==> src/hdl/tccu_pkg.sv <==
package tccu_pkg;
  // ****************************************
  // Register map (byte addresses, 32-bit words)
  // ****************************************
  localparam logic [5:0] ADDR_CTRL_ONE = 6'h00;
  localparam logic [5:0] ADDR_CTRL_TWO = 6'h04;
  localparam logic [5:0] ADDR_STATUS = 6'h08;
  localparam logic [5:0] ADDR_CAP1_HI = 6'h0c;
  localparam logic [5:0] ADDR_CAP1_LO = 6'h10;
  localparam logic [5:0] ADDR_CAP2_HI = 6'h14;
  localparam logic [5:0] ADDR_CAP2_LO = 6'h18;
  localparam logic [5:0] ADDR_CMP1_HI = 6'h1c;
  localparam logic [5:0] ADDR_CMP1_LO = 6'h20;
  localparam logic [5:0] ADDR_CMP2_HI = 6'h24;
  localparam logic [5:0] ADDR_CMP2_LO = 6'h28;
  localparam logic [5:0] ADDR_CNT_HI = 6'h2c;
  localparam logic [5:0] ADDR_CNT_LO = 6'h30;
  localparam logic [5:0] ADDR_ACNT_HI = 6'h34;
  localparam logic [5:0] ADDR_ACNT_LO = 6'h38;
  // ****************************************
  // Control one fields
  // ****************************************
  localparam int C1_EDGE1 = 1;
  localparam int C1_OLVL1 = 0;
  localparam int C1_OLVL2 = 2;
  localparam int C1_FOLV1 = 3;
  localparam int C1_FOLV2 = 4;
  localparam int C1_TOIE = 5;
  localparam int C1_COMPARE_IRQ_ENABLE = 6;
  localparam int C1_CAPTURE_IRQ_ENABLE = 7;
  // ****************************************
  // Control two fields
  // ****************************************
  localparam int C2_EDGE2 = 0;
  localparam int C2_EXEDG = 1;
  localparam int C2_CS_LO = 2;
  localparam int C2_CS_HI = 3;
  localparam int C2_PWM = 4;
  localparam int C2_OPM = 5;
  localparam int C2_OE2 = 6;
  localparam int C2_OE1 = 7;
  // ****************************************
  // Status fields
  // ****************************************
  localparam int ST_TOF = 5;
  localparam int ST_OCF2 = 3;
  localparam int ST_ICF2 = 4;
  localparam int ST_OCF1 = 6;
  localparam int ST_ICF1 = 7;
  // ****************************************
  // Reset values and clock selection codes
  // ****************************************
  localparam logic [15:0] CMP_RESET = 16'h8000;
  localparam logic [15:0] CNT_RELOAD = 16'hfffc;
  localparam logic [7:0] CTRL_RESET = 8'h00;
  localparam logic [1:0] CS_DIV2 = 2'h0;
  localparam logic [1:0] CS_DIV4 = 2'h1;
  localparam logic [1:0] CS_DIV8 = 2'h2;
  localparam logic [1:0] CS_EXT = 2'h3;
endpackage : tccu_pkg

==> src/hdl/tccu_top.sv <==
// Contract
// RULE_01 - Two 16-bit captures latch counter on edge
// RULE_02 - Capture registers read-only, high/low bytes
// RULE_03 - Edge select bit picks rising or falling
// RULE_04 - Capture sets flag, gated interrupt request
// RULE_05 - Capture flag clears: status read, low access
// RULE_06 - High byte read blocks capture until low
// RULE_07 - Capture register holds most recent event
// RULE_08 - Captures and compares usable together
// RULE_09 - Single-shot/PWM: only capture two works
// RULE_10 - Any qualifying pin edge captures unless blocked
// RULE_11 - Software counts overflows for long spans
// RULE_12 - Two compares checked every timer clock
// RULE_13 - Compare registers RW, reset to 8000h
// RULE_14 - Match sets flag, drives level, interrupt
// RULE_15 - Compare pin latch low during reset
// RULE_16 - Compare flag clears: status read, low access
// RULE_17 - High write inhibits compare until low write
// RULE_18 - Software updates high, status, then low
// RULE_19 - Output disabled: no pin drive, flag stays
// RULE_20 - Div2 match at value, else value plus one
// RULE_21 - Counter advances at cpu clock div 2/4/8
// RULE_22 - Force bit copies level without flag
// RULE_23 - Force bits ignored in single-shot/PWM
// RULE_24 - Counter resets/reloads FFFCh on low write
// RULE_25 - Clock select 11 picks synced external clock
// RULE_26 - Capture pins synchronised before edge detect
`timescale 1ns/1ps
`default_nettype none
module tccu_top (
  input wire logic mclk_i,
  input wire logic resetn_i,
  input wire logic wb_cyc_i,
  input wire logic wb_stb_i,
  input wire logic wb_we_i,
  input wire logic [5:0] wb_adr_i,
  input wire logic [3:0] wb_sel_i,
  input wire logic [31:0] wb_dat_i,
  output logic [31:0] wb_dat_o,
  output logic wb_ack_o,
  input wire logic global_mask_i,
  input wire logic capture_pin_one_i,
  input wire logic capture_pin_two_i,
  input wire logic external_timer_clock_pin_i,
  output logic compare_output_pin_one_o,
  output logic compare_output_pin_two_o,
  output logic compare_output_enable_one_o,
  output logic compare_output_enable_two_o,
  output logic timer_irq_o
);
  import tccu_pkg::*;

  // ****************************************
  // Register state
  // ****************************************
  // Control, counter and per-channel state
  // Byte-wide registers, as software sees them
  // Armed bits remember a status read per flag
  // Blocked and inhibit bits hold off one channel
  // Counter low byte buffer for split reads
  logic [7:0] timer_control_one;
  logic [7:0] timer_control_two;
  logic [15:0] counter;
  logic [2:0] presc;
  logic [15:0] capture_one_value;
  logic [15:0] capture_two_value;
  logic [15:0] compare_one_value;
  logic [15:0] compare_two_value;
  logic [1:0] capture_flag;
  logic [1:0] compare_flag;
  logic overflow_flag;
  logic [1:0] cap_armed;
  logic [1:0] cmp_armed;
  logic ovf_armed;
  logic [1:0] cap_blocked;
  logic [1:0] cmp_inhibit;
  logic [7:0] cnt_lo_buf;
  logic cnt_lo_held;
  logic [2:0] icap_s1, icap_s2, icap_s3;
  logic [1:0] pin_lvl;

  // ****************************************
  // Bus decode
  // ****************************************
  wire bus_req = wb_cyc_i & wb_stb_i & ~wb_ack_o & wb_sel_i[0];
  wire wr = bus_req & wb_we_i;
  wire rd = bus_req & ~wb_we_i;
  wire hit_c1 = wb_adr_i == ADDR_CTRL_ONE;
  wire hit_c2 = wb_adr_i == ADDR_CTRL_TWO;
  wire hit_st = wb_adr_i == ADDR_STATUS;
  wire hit_cap1h = wb_adr_i == ADDR_CAP1_HI;
  wire hit_cap1l = wb_adr_i == ADDR_CAP1_LO;
  wire hit_cap2h = wb_adr_i == ADDR_CAP2_HI;
  wire hit_cap2l = wb_adr_i == ADDR_CAP2_LO;
  wire hit_cmp1h = wb_adr_i == ADDR_CMP1_HI;
  wire hit_cmp1l = wb_adr_i == ADDR_CMP1_LO;
  wire hit_cmp2h = wb_adr_i == ADDR_CMP2_HI;
  wire hit_cmp2l = wb_adr_i == ADDR_CMP2_LO;
  wire hit_cnth = wb_adr_i == ADDR_CNT_HI;
  wire hit_cntl = wb_adr_i == ADDR_CNT_LO;
  wire hit_acnth = wb_adr_i == ADDR_ACNT_HI;
  wire hit_acntl = wb_adr_i == ADDR_ACNT_LO;
  wire [7:0] wbyte = wb_dat_i[7:0];
  // Only the low data lane carries a register
  // Lane select off: answered, nothing changes
  // Request seen once, in the cycle before ack
  // Unmapped offsets read zero, writes dropped
  // Full compare on six bits keeps decode simple

  // ****************************************
  // Modes and timer clock
  // ****************************************
  wire pwm_on = timer_control_two[C2_PWM];
  wire opm_on = timer_control_two[C2_OPM] & ~pwm_on;
  wire special = pwm_on | opm_on;
  wire [1:0] clock_select_field = timer_control_two[C2_CS_HI:C2_CS_LO];
  // Level from the pin after two flops; third flop only for edge detect
  wire ext_edge = timer_control_two[C2_EXEDG] ? (icap_s2[2] & ~icap_s3[2]) : (~icap_s2[2] & icap_s3[2]);
  // Timer clock is a one-cycle enable, not a clock
  // Keeps the whole block in one domain
  // External rate must stay under a quarter
  // of the cpu clock or edges are lost
  logic tick;
  always_comb begin
    case (clock_select_field)
      CS_DIV2: tick = presc[0];
      CS_DIV4: tick = presc[1:0] == 2'h3;
      CS_DIV8: tick = presc == 3'h7;
      default: tick = ext_edge; // RULE_25
    endcase
  end
  wire [15:0] next_counter = counter + 16'h0001;
  wire overflow = tick & (counter == 16'hffff);
  // Overflow marks the roll from top to zero
  // Software counts these for spans past range
  // Flag set wins over a clear in the same cycle
  // No request unless its enable bit is set

  // ****************************************
  // Capture detection
  // ****************************************
  wire [1:0] pin_rise = icap_s2[1:0] & ~icap_s3[1:0];
  wire [1:0] pin_fall = ~icap_s2[1:0] & icap_s3[1:0];
  // Edge select high means rising edge
  // Both channels built alike, bit per channel
  // A pin toggled as output still captures
  // Detect runs on synced levels only
  wire [1:0] edge_sel = {timer_control_two[C2_EDGE2], timer_control_one[C1_EDGE1]};
  wire [1:0] pin_edge = (edge_sel & pin_rise) | (~edge_sel & pin_fall); // RULE_03 RULE_10
  // First channel serves the special modes and never captures there
  wire [1:0] cap_event = pin_edge & ~cap_blocked & {1'b1, ~special}; // RULE_06 RULE_09 RULE_08

  // ****************************************
  // Compare detection
  // ****************************************
  // Slower clocks see the match one count late, as the counter had moved on
  wire [15:0] cmp_target1 = (clock_select_field == CS_DIV2) ? compare_one_value : compare_one_value + 16'h0001;
  wire [15:0] cmp_target2 = (clock_select_field == CS_DIV2) ? compare_two_value : compare_two_value + 16'h0001;
  // Counter copy from the previous cycle
  // Match fires only when the count moves in
  // Otherwise a slow timer clock would repeat
  // the flag for every cpu cycle at that count
  // Reload also counts as a move into a value
  logic [15:0] prev_cnt;
  wire cnt_moved = prev_cnt != counter;
  // Fire once per entry into the matching count
  wire [1:0] cmp_event = {cnt_moved & (counter == cmp_target2), cnt_moved & (counter == cmp_target1)}
                         & ~cmp_inhibit; // RULE_12 RULE_20 RULE_17
  // Flags one and two stay quiet in pwm
  // Single shot still lets flag two set
  // Pin path below keeps its own enable
  wire [1:0] cmp_flag_set = cmp_event & {~pwm_on, ~special};
  wire [1:0] olvl = {timer_control_one[C1_OLVL2], timer_control_one[C1_OLVL1]};
  wire [1:0] oe = {timer_control_two[C2_OE2], timer_control_two[C2_OE1]};
  wire [1:0] force_hit = {timer_control_one[C1_FOLV2], timer_control_one[C1_FOLV1]} & {2{~special}}; // RULE_23

  // ****************************************
  // Flag clearing arms on a status read
  // ****************************************
  // Two step clear: status read, then low byte
  // Arm holds what was set at the status read
  // A flag set later is not cleared by mistake
  // Low byte read or write both count as access
  // Alternate counter low never clears overflow
  wire st_read = rd & hit_st;
  wire [1:0] cap_lo_acc = {bus_req & hit_cap2l, bus_req & hit_cap1l};
  wire [1:0] cmp_lo_acc = {bus_req & hit_cmp2l, bus_req & hit_cmp1l};
  wire cnt_lo_acc = bus_req & hit_cntl;

  // ****************************************
  // Prescaler and counter
  // ****************************************
  always_ff @(posedge mclk_i or negedge resetn_i) begin
    if (!resetn_i) begin
      presc <= 3'h0;
      counter <= CNT_RELOAD; // RULE_24
      prev_cnt <= CNT_RELOAD;
    end else begin
      // Prescaler free runs; taps pick the rate
      // Low counter write restarts both, so the
      // first count after reload is a full period
      // Counter never stalls for bus traffic
      presc <= presc + 3'h1; // RULE_21
      prev_cnt <= counter;
      if (wr & (hit_cntl | hit_acntl)) begin
        presc <= 3'h0;
        counter <= CNT_RELOAD; // RULE_24
      end else if (tick) begin
        counter <= next_counter;
      end
    end
  end

  // ****************************************
  // Pin synchronisers
  // ****************************************
  always_ff @(posedge mclk_i or negedge resetn_i) begin
    if (!resetn_i) begin
      icap_s1 <= 3'h0;
      icap_s2 <= 3'h0;
      icap_s3 <= 3'h0;
    end else begin
      icap_s1 <= {external_timer_clock_pin_i, capture_pin_two_i, capture_pin_one_i}; // RULE_26
      // Second stage settles any metastable first
      // Nothing else may read the first stage
      // Third stage only serves edge detection
      // Costs two cycles of capture latency
      icap_s2 <= icap_s1;
      icap_s3 <= icap_s2;
    end
  end

  // ****************************************
  // Capture values, flags and blocking
  // ****************************************
  always_ff @(posedge mclk_i or negedge resetn_i) begin
    if (!resetn_i) begin
      capture_one_value <= 16'h0000;
      capture_two_value <= 16'h0000;
      capture_flag <= 2'h0;
      cap_armed <= 2'h0;
      cap_blocked <= 2'h0;
    end else begin
      if (cap_event[0]) capture_one_value <= counter; // RULE_01 RULE_07
      if (cap_event[1]) capture_two_value <= counter; // RULE_01 RULE_07
      if (st_read) cap_armed <= capture_flag;
      // Clear needs arm then low access; new capture wins over clear
      capture_flag <= (capture_flag & ~(cap_armed & cap_lo_acc)) | cap_event; // RULE_04 RULE_05
      cap_armed <= (st_read ? capture_flag : cap_armed) & ~cap_lo_acc;
      // High byte read freezes the channel so
      // the low byte still pairs with the high
      // Only a low byte read lets it go again
      // A write to the low byte does not unblock
      // Edges while frozen are lost, not queued
      if (rd & hit_cap1h) cap_blocked[0] <= 1'b1; // RULE_06
      if (rd & hit_cap2h) cap_blocked[1] <= 1'b1; // RULE_06
      if (rd & hit_cap1l) cap_blocked[0] <= 1'b0;
      if (rd & hit_cap2l) cap_blocked[1] <= 1'b0;
    end
  end

  // ****************************************
  // Compare values, flags, overflow
  // ****************************************
  always_ff @(posedge mclk_i or negedge resetn_i) begin
    if (!resetn_i) begin
      compare_one_value <= CMP_RESET; // RULE_13
      compare_two_value <= CMP_RESET; // RULE_13
      compare_flag <= 2'h0;
      cmp_armed <= 2'h0;
      cmp_inhibit <= 2'h0;
      overflow_flag <= 1'b0;
      ovf_armed <= 1'b0;
    end else begin
      if (wr & hit_cmp1h) compare_one_value[15:8] <= wbyte;
      if (wr & hit_cmp1l) compare_one_value[7:0] <= wbyte;
      if (wr & hit_cmp2h) compare_two_value[15:8] <= wbyte;
      if (wr & hit_cmp2l) compare_two_value[7:0] <= wbyte;
      cmp_inhibit <= (cmp_inhibit | {wr & hit_cmp2h, wr & hit_cmp1h})
                     & ~{wr & hit_cmp2l, wr & hit_cmp1l}; // RULE_17
      compare_flag <= (compare_flag & ~(cmp_armed & cmp_lo_acc)) | cmp_flag_set; // RULE_14 RULE_16
      cmp_armed <= (st_read ? compare_flag : cmp_armed) & ~cmp_lo_acc;
      // Overflow flag follows the same two steps
      // Only the plain counter low byte clears it
      // so the alternate pair can be read freely
      // while overflow interrupts are counted
      overflow_flag <= (overflow_flag & ~(ovf_armed & cnt_lo_acc)) | overflow;
      ovf_armed <= (st_read ? overflow_flag : ovf_armed) & ~cnt_lo_acc;
    end
  end

  // ****************************************
  // Compare output latches
  // ****************************************
  always_ff @(posedge mclk_i or negedge resetn_i) begin
    if (!resetn_i) begin
      pin_lvl <= 2'h0; // RULE_15
      compare_output_pin_one_o <= 1'b0;
      compare_output_pin_two_o <= 1'b0;
      compare_output_enable_one_o <= 1'b0;
      compare_output_enable_two_o <= 1'b0;
    end else begin
      // Force path sets no flag and raises no request
      for (int i = 0; i < 2; i++) begin
        if ((cmp_event[i] & oe[i]) | force_hit[i]) pin_lvl[i] <= olvl[i]; // RULE_14 RULE_19 RULE_22
      end
      // Pin latch copied to the port flop
      // One extra cycle, but the port is glitch free
      // Enable follows its control bit
      // Latch ignores matches while not enabled; a set force bit still loads it
      compare_output_pin_one_o <= pin_lvl[0];
      compare_output_pin_two_o <= pin_lvl[1];
      compare_output_enable_one_o <= oe[0]; // RULE_19
      compare_output_enable_two_o <= oe[1];
    end
  end

  // ****************************************
  // Control registers, counter read buffer, bus answer
  // ****************************************
  // Read mux for the addressed byte
  // Capture bytes are read only; writes ignored
  // Counter low comes from the buffer while held
  // so a split read sees one consistent count
  // Status bits not used read as zero
  logic [7:0] rbyte;
  always_comb begin
    rbyte = 8'h00;
    if (hit_c1) rbyte = timer_control_one;
    if (hit_c2) rbyte = timer_control_two;
    if (hit_st) rbyte = {capture_flag[0], compare_flag[0], overflow_flag, capture_flag[1], compare_flag[1], 3'h0};
    if (hit_cap1h) rbyte = capture_one_value[15:8]; // RULE_02
    if (hit_cap1l) rbyte = capture_one_value[7:0];
    if (hit_cap2h) rbyte = capture_two_value[15:8];
    if (hit_cap2l) rbyte = capture_two_value[7:0];
    if (hit_cmp1h) rbyte = compare_one_value[15:8];
    if (hit_cmp1l) rbyte = compare_one_value[7:0];
    if (hit_cmp2h) rbyte = compare_two_value[15:8];
    if (hit_cmp2l) rbyte = compare_two_value[7:0];
    if (hit_cnth | hit_acnth) rbyte = counter[15:8];
    if (hit_cntl | hit_acntl) rbyte = cnt_lo_held ? cnt_lo_buf : counter[7:0];
  end
  // One request line for all timer sources
  // Shared enable covers both capture channels
  // Masked requests stay pending in the flags
  // Drops only when flags clear, enables drop or the global mask rises
  wire irq_pend = (timer_control_one[C1_CAPTURE_IRQ_ENABLE] & |capture_flag) | (timer_control_one[C1_COMPARE_IRQ_ENABLE] & |compare_flag)
                  | (timer_control_one[C1_TOIE] & overflow_flag);
  always_ff @(posedge mclk_i or negedge resetn_i) begin
    if (!resetn_i) begin
      timer_control_one <= CTRL_RESET;
      timer_control_two <= CTRL_RESET;
      cnt_lo_buf <= 8'h00;
      cnt_lo_held <= 1'b0;
      wb_ack_o <= 1'b0;
      wb_dat_o <= 32'h0000_0000;
      timer_irq_o <= 1'b0;
    end else begin
      if (wr & hit_c1) timer_control_one <= wbyte;
      if (wr & hit_c2) timer_control_two <= wbyte;
      if (rd & (hit_cnth | hit_acnth) & ~cnt_lo_held) begin
        cnt_lo_buf <= counter[7:0];
        cnt_lo_held <= 1'b1;
      end
      if (rd & (hit_cntl | hit_acntl)) cnt_lo_held <= 1'b0;
      // Ack one cycle after the request, one wide
      // Data register loads every cycle; it only
      // counts in the cycle that ack stands
      // Master must drop the strobe before a new one
      wb_ack_o <= wb_cyc_i & wb_stb_i & ~wb_ack_o;
      wb_dat_o <= {24'h000000, rbyte};
      // Flags stay pending while masked
      timer_irq_o <= irq_pend & ~global_mask_i; // RULE_04 RULE_14
    end
  end
endmodule : tccu_top
`default_nettype wire

==> config.mk <==
export PLATFORM = sky130hd
export DESIGN_NAME = tccu_top
export DESIGN_NICKNAME = d
export VERILOG_FILES = /design/src/hdl/tccu_pkg.sv /design/src/hdl/tccu_top.sv
export SDC_FILE = /design/constraint.sdc
export NUM_CORES = 1
export LEC_CHECK = 0
export BUFFER_PORTS_ARGS = -buffer_cell sky130_fd_sc_hd__buf_2
export CORE_ASPECT_RATIO = 1.4
export CORE_MARGIN = 1
export CORE_UTILIZATION = 50
export CTS_CLUSTER_DIAMETER = 150
export DETAILED_ROUTE_END_ITERATION = 10
export GPL_ROUTABILITY_DRIVEN = 1
export PLACE_DENSITY = 0.69
export REMOVE_ABC_BUFFERS = 1
export SLEW_MARGIN = 20
export SYNTH_ARGS = -nofsm -noshare
export SYNTH_HDL_FRONTEND = slang
export SYNTH_SLANG_ARGS = --single-unit
==> constraint.sdc <==
create_clock -name mclk_i -period 5.07 [get_ports mclk_i]
set_input_delay 0.507 -clock mclk_i [delete_from_list [all_inputs] [get_ports mclk_i]]
set_output_delay 0.507 -clock mclk_i [all_outputs]
set_load 0.01 [all_outputs]
==> results of run 1 <==
[per-layer routing]
layer	routed length, microns	part of all wire
met3	1080	0.045
met5	0	0
met2	11300	0.48
met4	1270	0.053
met1	10100	0.43
[power by group through the flow]
| stage | sequential [mW] | clock [mW] | combinational (mW) |
|---|---|---|---|
| after global placement | 2.10 | 0 | 0.754 |
| after CTS | 2.09 | 1.33 | 0.784 |
| after floorplan | 1.91 | 0 | 0.606 |
| after global routing | 2.13 | 1.39 | 0.881 |
| after detailed placement | 2.12 | 0 | 0.778 |
| final | 2.10 | 1.32 | 0.783 |
[cells in the mapped netlist, drive strengths merged, types with 4 or more instances]
| library cell | instances |
|---|---|
| dfrtp | 133 |
| mux2 | 86 |
| nand2 | 71 |
| o21ai | 48 |
| nor2 | 42 |
| buf | 38 |
| xor2 | 37 |
| a21oi | 33 |
| clkbuf | 32 |
| dfstp | 30 |
| nand3 | 27 |
| mux2i | 25 |
| xnor2 | 25 |
| nor3 | 15 |
| nand4 | 12 |
| a31oi | 11 |
| and3 | 11 |
| nor4 | 11 |
| o211ai | 10 |
| and2 | 9 |
| inv | 8 |
| nand2b | 8 |
| or3 | 7 |
| mux4 | 6 |
| ha | 5 |
| nand3b | 5 |
| o21a | 5 |
| a21o | 4 |
| o221ai | 4 |
| o22ai | 4 |
[cells by family (layout without fill, tap and decap cells)]
| kind of cell | count (synthesis) | after routing | share of synthesized area |
|---|---|---|---|
| XOR/XNOR | 62 | 62 | 0.0625 |
| AO/OA/AOI/OAI | 151 | 151 | 0.115 |
| AND/OR/NAND/NOR | 236 | 236 | 0.139 |
| other | 1 | 24 | 0.000431 |
| buffers and inverters | 79 | 85 | 0.0472 |
| adder cells (fa/ha/maj) | 5 | 5 | 0.00720 |
| multiplexers | 117 | 117 | 0.156 |
| flip-flops | 163 | 163 | 0.474 |
[registers in the layout, indices dropped and copies added (netlist names), 2 cells and up]
register and flops:
cap_armed 2, cap_blocked 2, capture_flag 2, capture_one_value 16, capture_two_value 16, cmp_armed 2, cmp_inhibit 2, cnt_lo_buf 8
compare_flag 2, compare_one_value 16, compare_two_value 16, counter 16, icap_s1 3, icap_s2 3, icap_s3 3, pin_lvl 2
presc 3, prev_cnt 16, timer_control_one 8, timer_control_two 8, wb_dat_o 8
[cell type report]
cell class / instances / area (sq um)
Clock inverter: 15 / 184
Inverter: 9 / 33.8
Multi-Input combinational cell: 595 / 4260
Sequential cell: 163 / 4120
Clock buffer: 17 / 425
Fill cell: 1464 / 7330
Tap cell: 232 / 290
Timing Repair Buffer: 44 / 244
[path summary, 6_finish.rpt]
kind	from	end
max in group asynchronous	resetn_i	capture_one_value[6]
min in group mclk_i	capture_pin_two_i	icap_s1[1]
max	compare_two_value[0]	pin_lvl[1]
min reg2reg	icap_s1[2]	icap_s2[2]
min	resetn_i	prev_cnt[1]
max reg2reg	compare_two_value[0]	pin_lvl[1]
==> summary.txt, run 1 <==
Timing
  – Crit path time final: 3.19 ns
  – RSZ-0062 raised after global routing: false
  – Final period util: 0.629
  – Layout Skew: 0.0122 ns
  – Headroom to the max-slew limit: 0.369
  – Setup-violating endpoint count in the final report: 0
  – Final worst setup slack: 1.88 ns
  – Slew at the pin closest to its max-slew limit: 0.944 ns
  – Final-report hold violation count: 0
  – Achievable clock frequency: 314 MHz
  – Worst hold slack: 0.178 ns
  – Max Slew Vio Count: 0
  – Setup total negative slack: 0 ns

Global route
  – First-pass GRT wire length: 36900 microns
  – Remaining global-route overflow: 0
  – Maximum number of pins on one net before global-route repair: 96
  – GR Util All Layers: 0.280
  – Peak-usage layer in the global routing report: met2
  – Antenna violations before repair: 0
  – Number of global-route vias before repair: 6180
  – Met3 track utilization from global routing: 0.0406
  – Met2 GRT Util: 0.449
  – Routing usage on met1: 0.366

Clock network
  – CTS tree: yes
  – Register clock-pin slew on the reported worst setup and hold paths: 0.08 ns
  – Num Clock Sinks: 163
  – Clock root cell: clkbuf_16
  – Clk Latency, worst-skew pair: 0.43 ns
  – H-Tree Level Count: 4
  – Number of setup buffers added after CTS: 0
  – Number of gates resized after cts: 0
  – CTS buffer count: 17
  – CTS max path bufs: 2
  – Number of hold buffers added after cts: 0

Finish
  – Final core area utilization: 0.566
  – Most used cells in the layout excluding fill and tap cells: dfrtp_1, mux2_2, nand2_1
  – Total non-filler cell area in the finished layout: 9560 sq um
  – Proportion of layout cells with a drive suffix above 1: 0.253
  – Most common cell after layout, fill and taps aside: dfrtp_1
  – Area growth, synth to finish: 9.96%
  – Number of antenna repair diodes: 0
  – Nets: 886
  – Final cell count without fillers: 1075

Drt
  – Post-detailed-route DRC marker count: 0
  – DR vias/cell: 5.99
  – Wire per inst: 22.1 microns
  – First-pass detailed-route iteration total: 5
  – Routed Antenna Nets: 0
  – DR vias: 6443
  – Iter 0 DRT Violations: 510
  – Post-Route WL: 23700 microns

Floorplan
  – Height of the die: 158 microns
  – Row count: 56
  – Floorplan die width: 113 microns
  – Area inside the core boundary: 16900 sq um
  – DIE AREA: 17900 sq um
  – Starting density of the core: 0.515
  – I/O Pins: 89

Setup path
  – Depth of the critical timing path with buffers and inverters included: 8
  – Max stage delay cell, worst path: a311oi_1
  – Crit-path max cell delay: 0.65 ns
  – Path depth of the worst reg2reg path: 8
  – Critical path endpoint category: register
  – WP data arrival: 3.51 ns
  – Startpoint kind of the worst setup timing path: register
  – Largest driver fanout on the critical path: 8
  – Largest delay contributor family on the critical path: compound AO/OA/AOI/OAI gates
  – Cells along the critical path: ha_1, nand3_1, nor4_1, mux2i_1, a2bb2oi_1, a311oi_1, a31oi_1, mux2_2
  – Req. time, crit path: 5.39 ns
  – Number of buffers and inverters on the critical path: 0
  – Reg2reg setup slack: 1.88 ns
  – Critical path type: register to register

Synth
  – Yosys warning total: 0
  – Post-Synthesis Cell Area: 8690 sq um
  – Proportion of netlist area held by the largest area contributor: 0.383
  – Number of enable flip-flop cells after synthesis: 0
  – Post-synthesis instance total: 814
  – Fraction of synthesis flops using an asynchronous set or reset pin: 1.00
  – Biggest area contributors in the synthesized netlist: dfrtp_1, mux2_2, dfstp_2
  – Post-synthesis cell type with the largest combined area: dfrtp_1
  – Number of distinct library cell variants in the gate-level netlist after synthesis: 74
  – Main synth FF type: dfrtp_1
  – Register bit count reported by yosys: 163
  – Mean instance size in the synthesized netlist: 10.7 sq um
  – Seq/Total Area, Yosys: 0.474

Worst hold path
  – Worst min-delay path class: input port to asynchronous set/reset pin

Power
  – Internal power: 2.76 mW
  – Overall Power: 4.20 mW
  – P_leak: 4.00 nW
  – Fraction of power consumed by the clock network: 0.314
  – P per Cell Area: 440 nW/um^2
  – Switching power as a share of total power: 0.345
  – Switching power of the nets: 1.45 mW
  – Combinational share of power: 0.186
  – Peak supply drop: 0.252 mV
  – Register share of total power: 0.500

Run status
  – Outcome: finished, final reports clean

Place
  – Area after detailed placement: 8950 sq um
  – HPWL after DPL: 16600 microns
  – Number of cells in the design after placement: 1043
  – Port Buffer Count: 37
  – Pre-CTS setup slack: 1.80 ns
  – Routability Congestion: 0.954

Run
  – Max_cap viols: 0
Power figures use the tool's default switching activity.
==> run 2, diff against run 1 <==
--- a/config.mk
+++ b/config.mk
@@ -5,6 +5,7 @@
 export SDC_FILE = /design/constraint.sdc
 export NUM_CORES = 1
 export LEC_CHECK = 0
+export ABC_AREA = 1
 export BUFFER_PORTS_ARGS = -buffer_cell sky130_fd_sc_hd__buf_2
 export CORE_ASPECT_RATIO = 1.4
 export CORE_MARGIN = 1
==> constraint.sdc (replaced) <==
create_clock -name mclk_i -period 3.3 [get_ports mclk_i]
set_input_delay 0.33 -clock mclk_i [delete_from_list [all_inputs] [get_ports mclk_i]]
set_output_delay 0.33 -clock mclk_i [all_outputs]
set_load 0.01 [all_outputs]
==> summary.txt, run 2 <==
Synth
  – Biggest area contributors in the synthesized netlist: dfrtp_1, nand2_1, dfstp_2
  – Count leader, synth: nand2_1
  – Number of enable flip-flop cells after synthesis: 0
  – Post-synthesis instance total: 1122
  – Synth cell count leaders: nand2_1, dfrtp_1, o21ai_0, inv_1, nor2_1
  – Proportion of netlist area held by the largest area contributor: 0.383
  – Post-synthesis cell type with the largest combined area: dfrtp_1
  – Seq/Total Area, Yosys: 0.474
  – Mean instance size in the synthesized netlist: 7.74 sq um
  – Number of distinct library cell variants in the gate-level netlist after synthesis: 47
  – Fraction of synthesis flops using an asynchronous set or reset pin: 1.00
  – Main synth FF type: dfrtp_1
  – Post-Synthesis Cell Area: 8690 sq um
  – Yosys warning total: 0
  – Register bit count reported by yosys: 163

Global route
  – Remaining global-route overflow: 0
  – GR Util All Layers: 0.289
  – Maximum number of pins on one net before global-route repair: 85
  – Number of global-route vias before repair: 7196
  – Antenna violations before repair: 0
  – First-pass GRT wire length: 38300 microns

Floorplan
  – Floorplan die width: 113 microns
  – Height of the die: 158 microns
  – Area inside the core boundary: 16900 sq um
  – DIE AREA: 17900 sq um
  – Row count: 56
  – Starting density of the core: 0.515
  – I/O Pins: 89

Drt
  – Post-detailed-route DRC marker count: 0
  – DR vias/cell: 5.33
  – Post-Route WL: 24200 microns
  – Iter 0 DRT Violations: 534
  – Routed Antenna Nets: 0
  – First-pass detailed-route iteration total: 5
  – Wire per inst: 17.2 microns
  – DR vias: 7471

Setup path
  – Largest driver fanout on the critical path: 17
  – Crit-path max cell delay: 0.49 ns
  – Number of buffers and inverters on the critical path: 1
  – Critical path type: register to register
  – Crit-path most repeated cell: nand2_1
  – Largest delay contributor family on the critical path: simple AND/OR/NAND/NOR gates
  – Cells along the critical path: inv_2, nand2_2, nand4_1, xor2_1, and2_1, nor3_1, nand3b_1, nor2_1, nand2_1, nand3_1, nand2_1
  – Max stage delay cell, worst path: dfrtp_1
  – WP data arrival: 2.68 ns
  – Req. time, crit path: 3.62 ns
  – Startpoint kind of the worst setup timing path: register
  – Critical path endpoint category: register

Power
  – Fraction of power consumed by the clock network: 0.312
  – Peak supply drop: 0.377 mV
  – P per Cell Area: 605 nW/um^2
  – Switching power as a share of total power: 0.336
  – Register share of total power: 0.489
  – Overall Power: 5.79 mW
  – Switching power of the nets: 1.95 mW
  – P_leak: 4.60 nW
  – Combinational share of power: 0.199
  – Internal power: 3.85 mW

Timing
  – Headroom to the max-slew limit: 0.468
  – Worst hold slack: 0.0143 ns
  – Setup total negative slack: 0 ns
  – Achievable clock frequency: 423 MHz
  – RSZ-0062 raised after global routing: false
  – Final period util: 0.716
  – Max Slew Vio Count: 0
  – Final-report hold violation count: 0
  – Slew at the pin closest to its max-slew limit: 0.798 ns
  – Crit path time final: 2.36 ns
  – Setup-violating endpoint count in the final report: 0
  – Layout Skew: 0.0111 ns
  – Final worst setup slack: 0.938 ns

Finish
  – Number of antenna repair diodes: 0
  – Final cell count without fillers: 1403
  – Fillcell total: 1583
  – Most common cell after layout, fill and taps aside: nand2_1
  – Most used cells in the layout excluding fill and tap cells: nand2_1, dfrtp_1, o21ai_0
  – Nets: 1214
  – Proportion of layout cells with a drive suffix above 1: 0.126
  – Area growth, synth to finish: 10.3%

Clock network
  – H-Tree Level Count: 4
  – Register clock-pin slew on the reported worst setup and hold paths: 0.06 ns
  – Num Clock Sinks: 163
  – Clk Latency, worst-skew pair: 0.43 ns
  – CTS buffer count: 17
  – CTS max path bufs: 2
  – CTS tree: yes
  – Number of setup buffers added after CTS: 0
  – Clock root cell: clkbuf_16

Worst hold path
  – Worst min-delay path class: input port to register

Place
  – Pre-CTS setup slack: 0.780 ns
  – Number of cells in the design after placement: 1368
  – Port Buffer Count: 37
  – Routability Congestion: 0.942
  – HPWL after DPL: 18100 microns

Run
  – Max_cap viols: 0

Run status
  – Outcome: finished, final reports clean
==> run 2: changes by cell type in the layout (fill, tap and decap cells not counted), sizes merged, moves of 14 or more <==
cell   before  now
mux2       86    0
nand4      12   27
xnor2      25   11
nor2       42  103
inv        16  114
mux2i      25    1
nand2      71  358
nand3      27   53
o21ai      48  127
==> run 2: final timing paths <==
| check | from | end | slack (ns) | cells after the start |
|---|---|---|---|---|
| worst max-delay path | timer_control_two[3] | pin_lvl[0] | 0.94 | 11 |
| worst min-delay path | capture_pin_two_i | icap_s1[1] | 0.01 | 1 |
| worst max register to register | timer_control_two[3] | pin_lvl[0] | 0.94 | 11 |
| worst min register to register | icap_s1[2] | icap_s2[2] | 0.35 | 0 |
| max in group asynchronous | resetn_i | compare_one_value[15] | 1.93 | 3 |
| min in group asynchronous | resetn_i | compare_one_value[6] | 0.51 | 2 |
==> run 2: power groups by stage <==
| stage | sequential, mW | clock [mW] | combinational (mW) |
|---|---|---|---|
| after global placement | 2.85 | 0 | 1.12 |
| after floorplan | 2.70 | 0 | 0.828 |
| after CTS | 2.83 | 1.83 | 1.16 |
| final | 2.84 | 1.81 | 1.15 |
| after detailed placement | 2.87 | 0 | 1.14 |
| after global routing | 2.87 | 1.91 | 1.33 |
==> run 2: area by class of cell <==
| type | instances | area [sq um] | share of cell area |
|---|---|---|---|
| Sequential cell | 163 | 4120 | 0.430 |
| Multi-Input combinational cell | 814 | 3910 | 0.408 |
| Clock buffer | 21 | 460 | 0.0481 |
| Inverter | 112 | 420 | 0.0439 |
| Timing Repair Buffer | 50 | 309 | 0.0323 |
| Tap cell | 232 | 290 | 0.0303 |
| Clock inverter | 11 | 76.3 | 0.00797 |
==> run 2: kinds of logic after synthesis <==
group,after synthesis,synth area share
adders and majority gates,5,0.00720
muxes,1,0.00115
AOI/OAI and AO/OA,176,0.107
and+or+nand+nor,568,0.282
DFF,163,0.474
buffers and inverters,168,0.0867
xor gates and xnor gates,40,0.0419
other,1,0.000432
==> run 2: per-stage QoR <==
| step | util | instance area, sq um |
|---|---|---|
| after floorplan | - | 8440 |
| after global placement | 0.534 | 9010 |
| after detailed placement | 0.534 | 9010 |
| after CTS | 0.567 | 9570 |
| after global routing | 0.567 | 9580 |
| final | 0.567 | 9580 |
==> run 2: what timing repair did <==
item | in CTS | in global routing
hold buffers | 2 | 1
gates resized for setup | 0 | 0
endpoints found under the hold margin | 27 | 1
==> run 2: per-layer routing <==
layer | routed length (microns) | vias to the layer above | GRT usage
met3 | 912 | 63 | 0.0467
met2 | 11900 | 221 | 0.494
met4 | 1360 | 0 | 0.183
li1 | - | 3627 | -
met1 | 10000 | 3560 | 0.338
met5 | 0 | - | 0
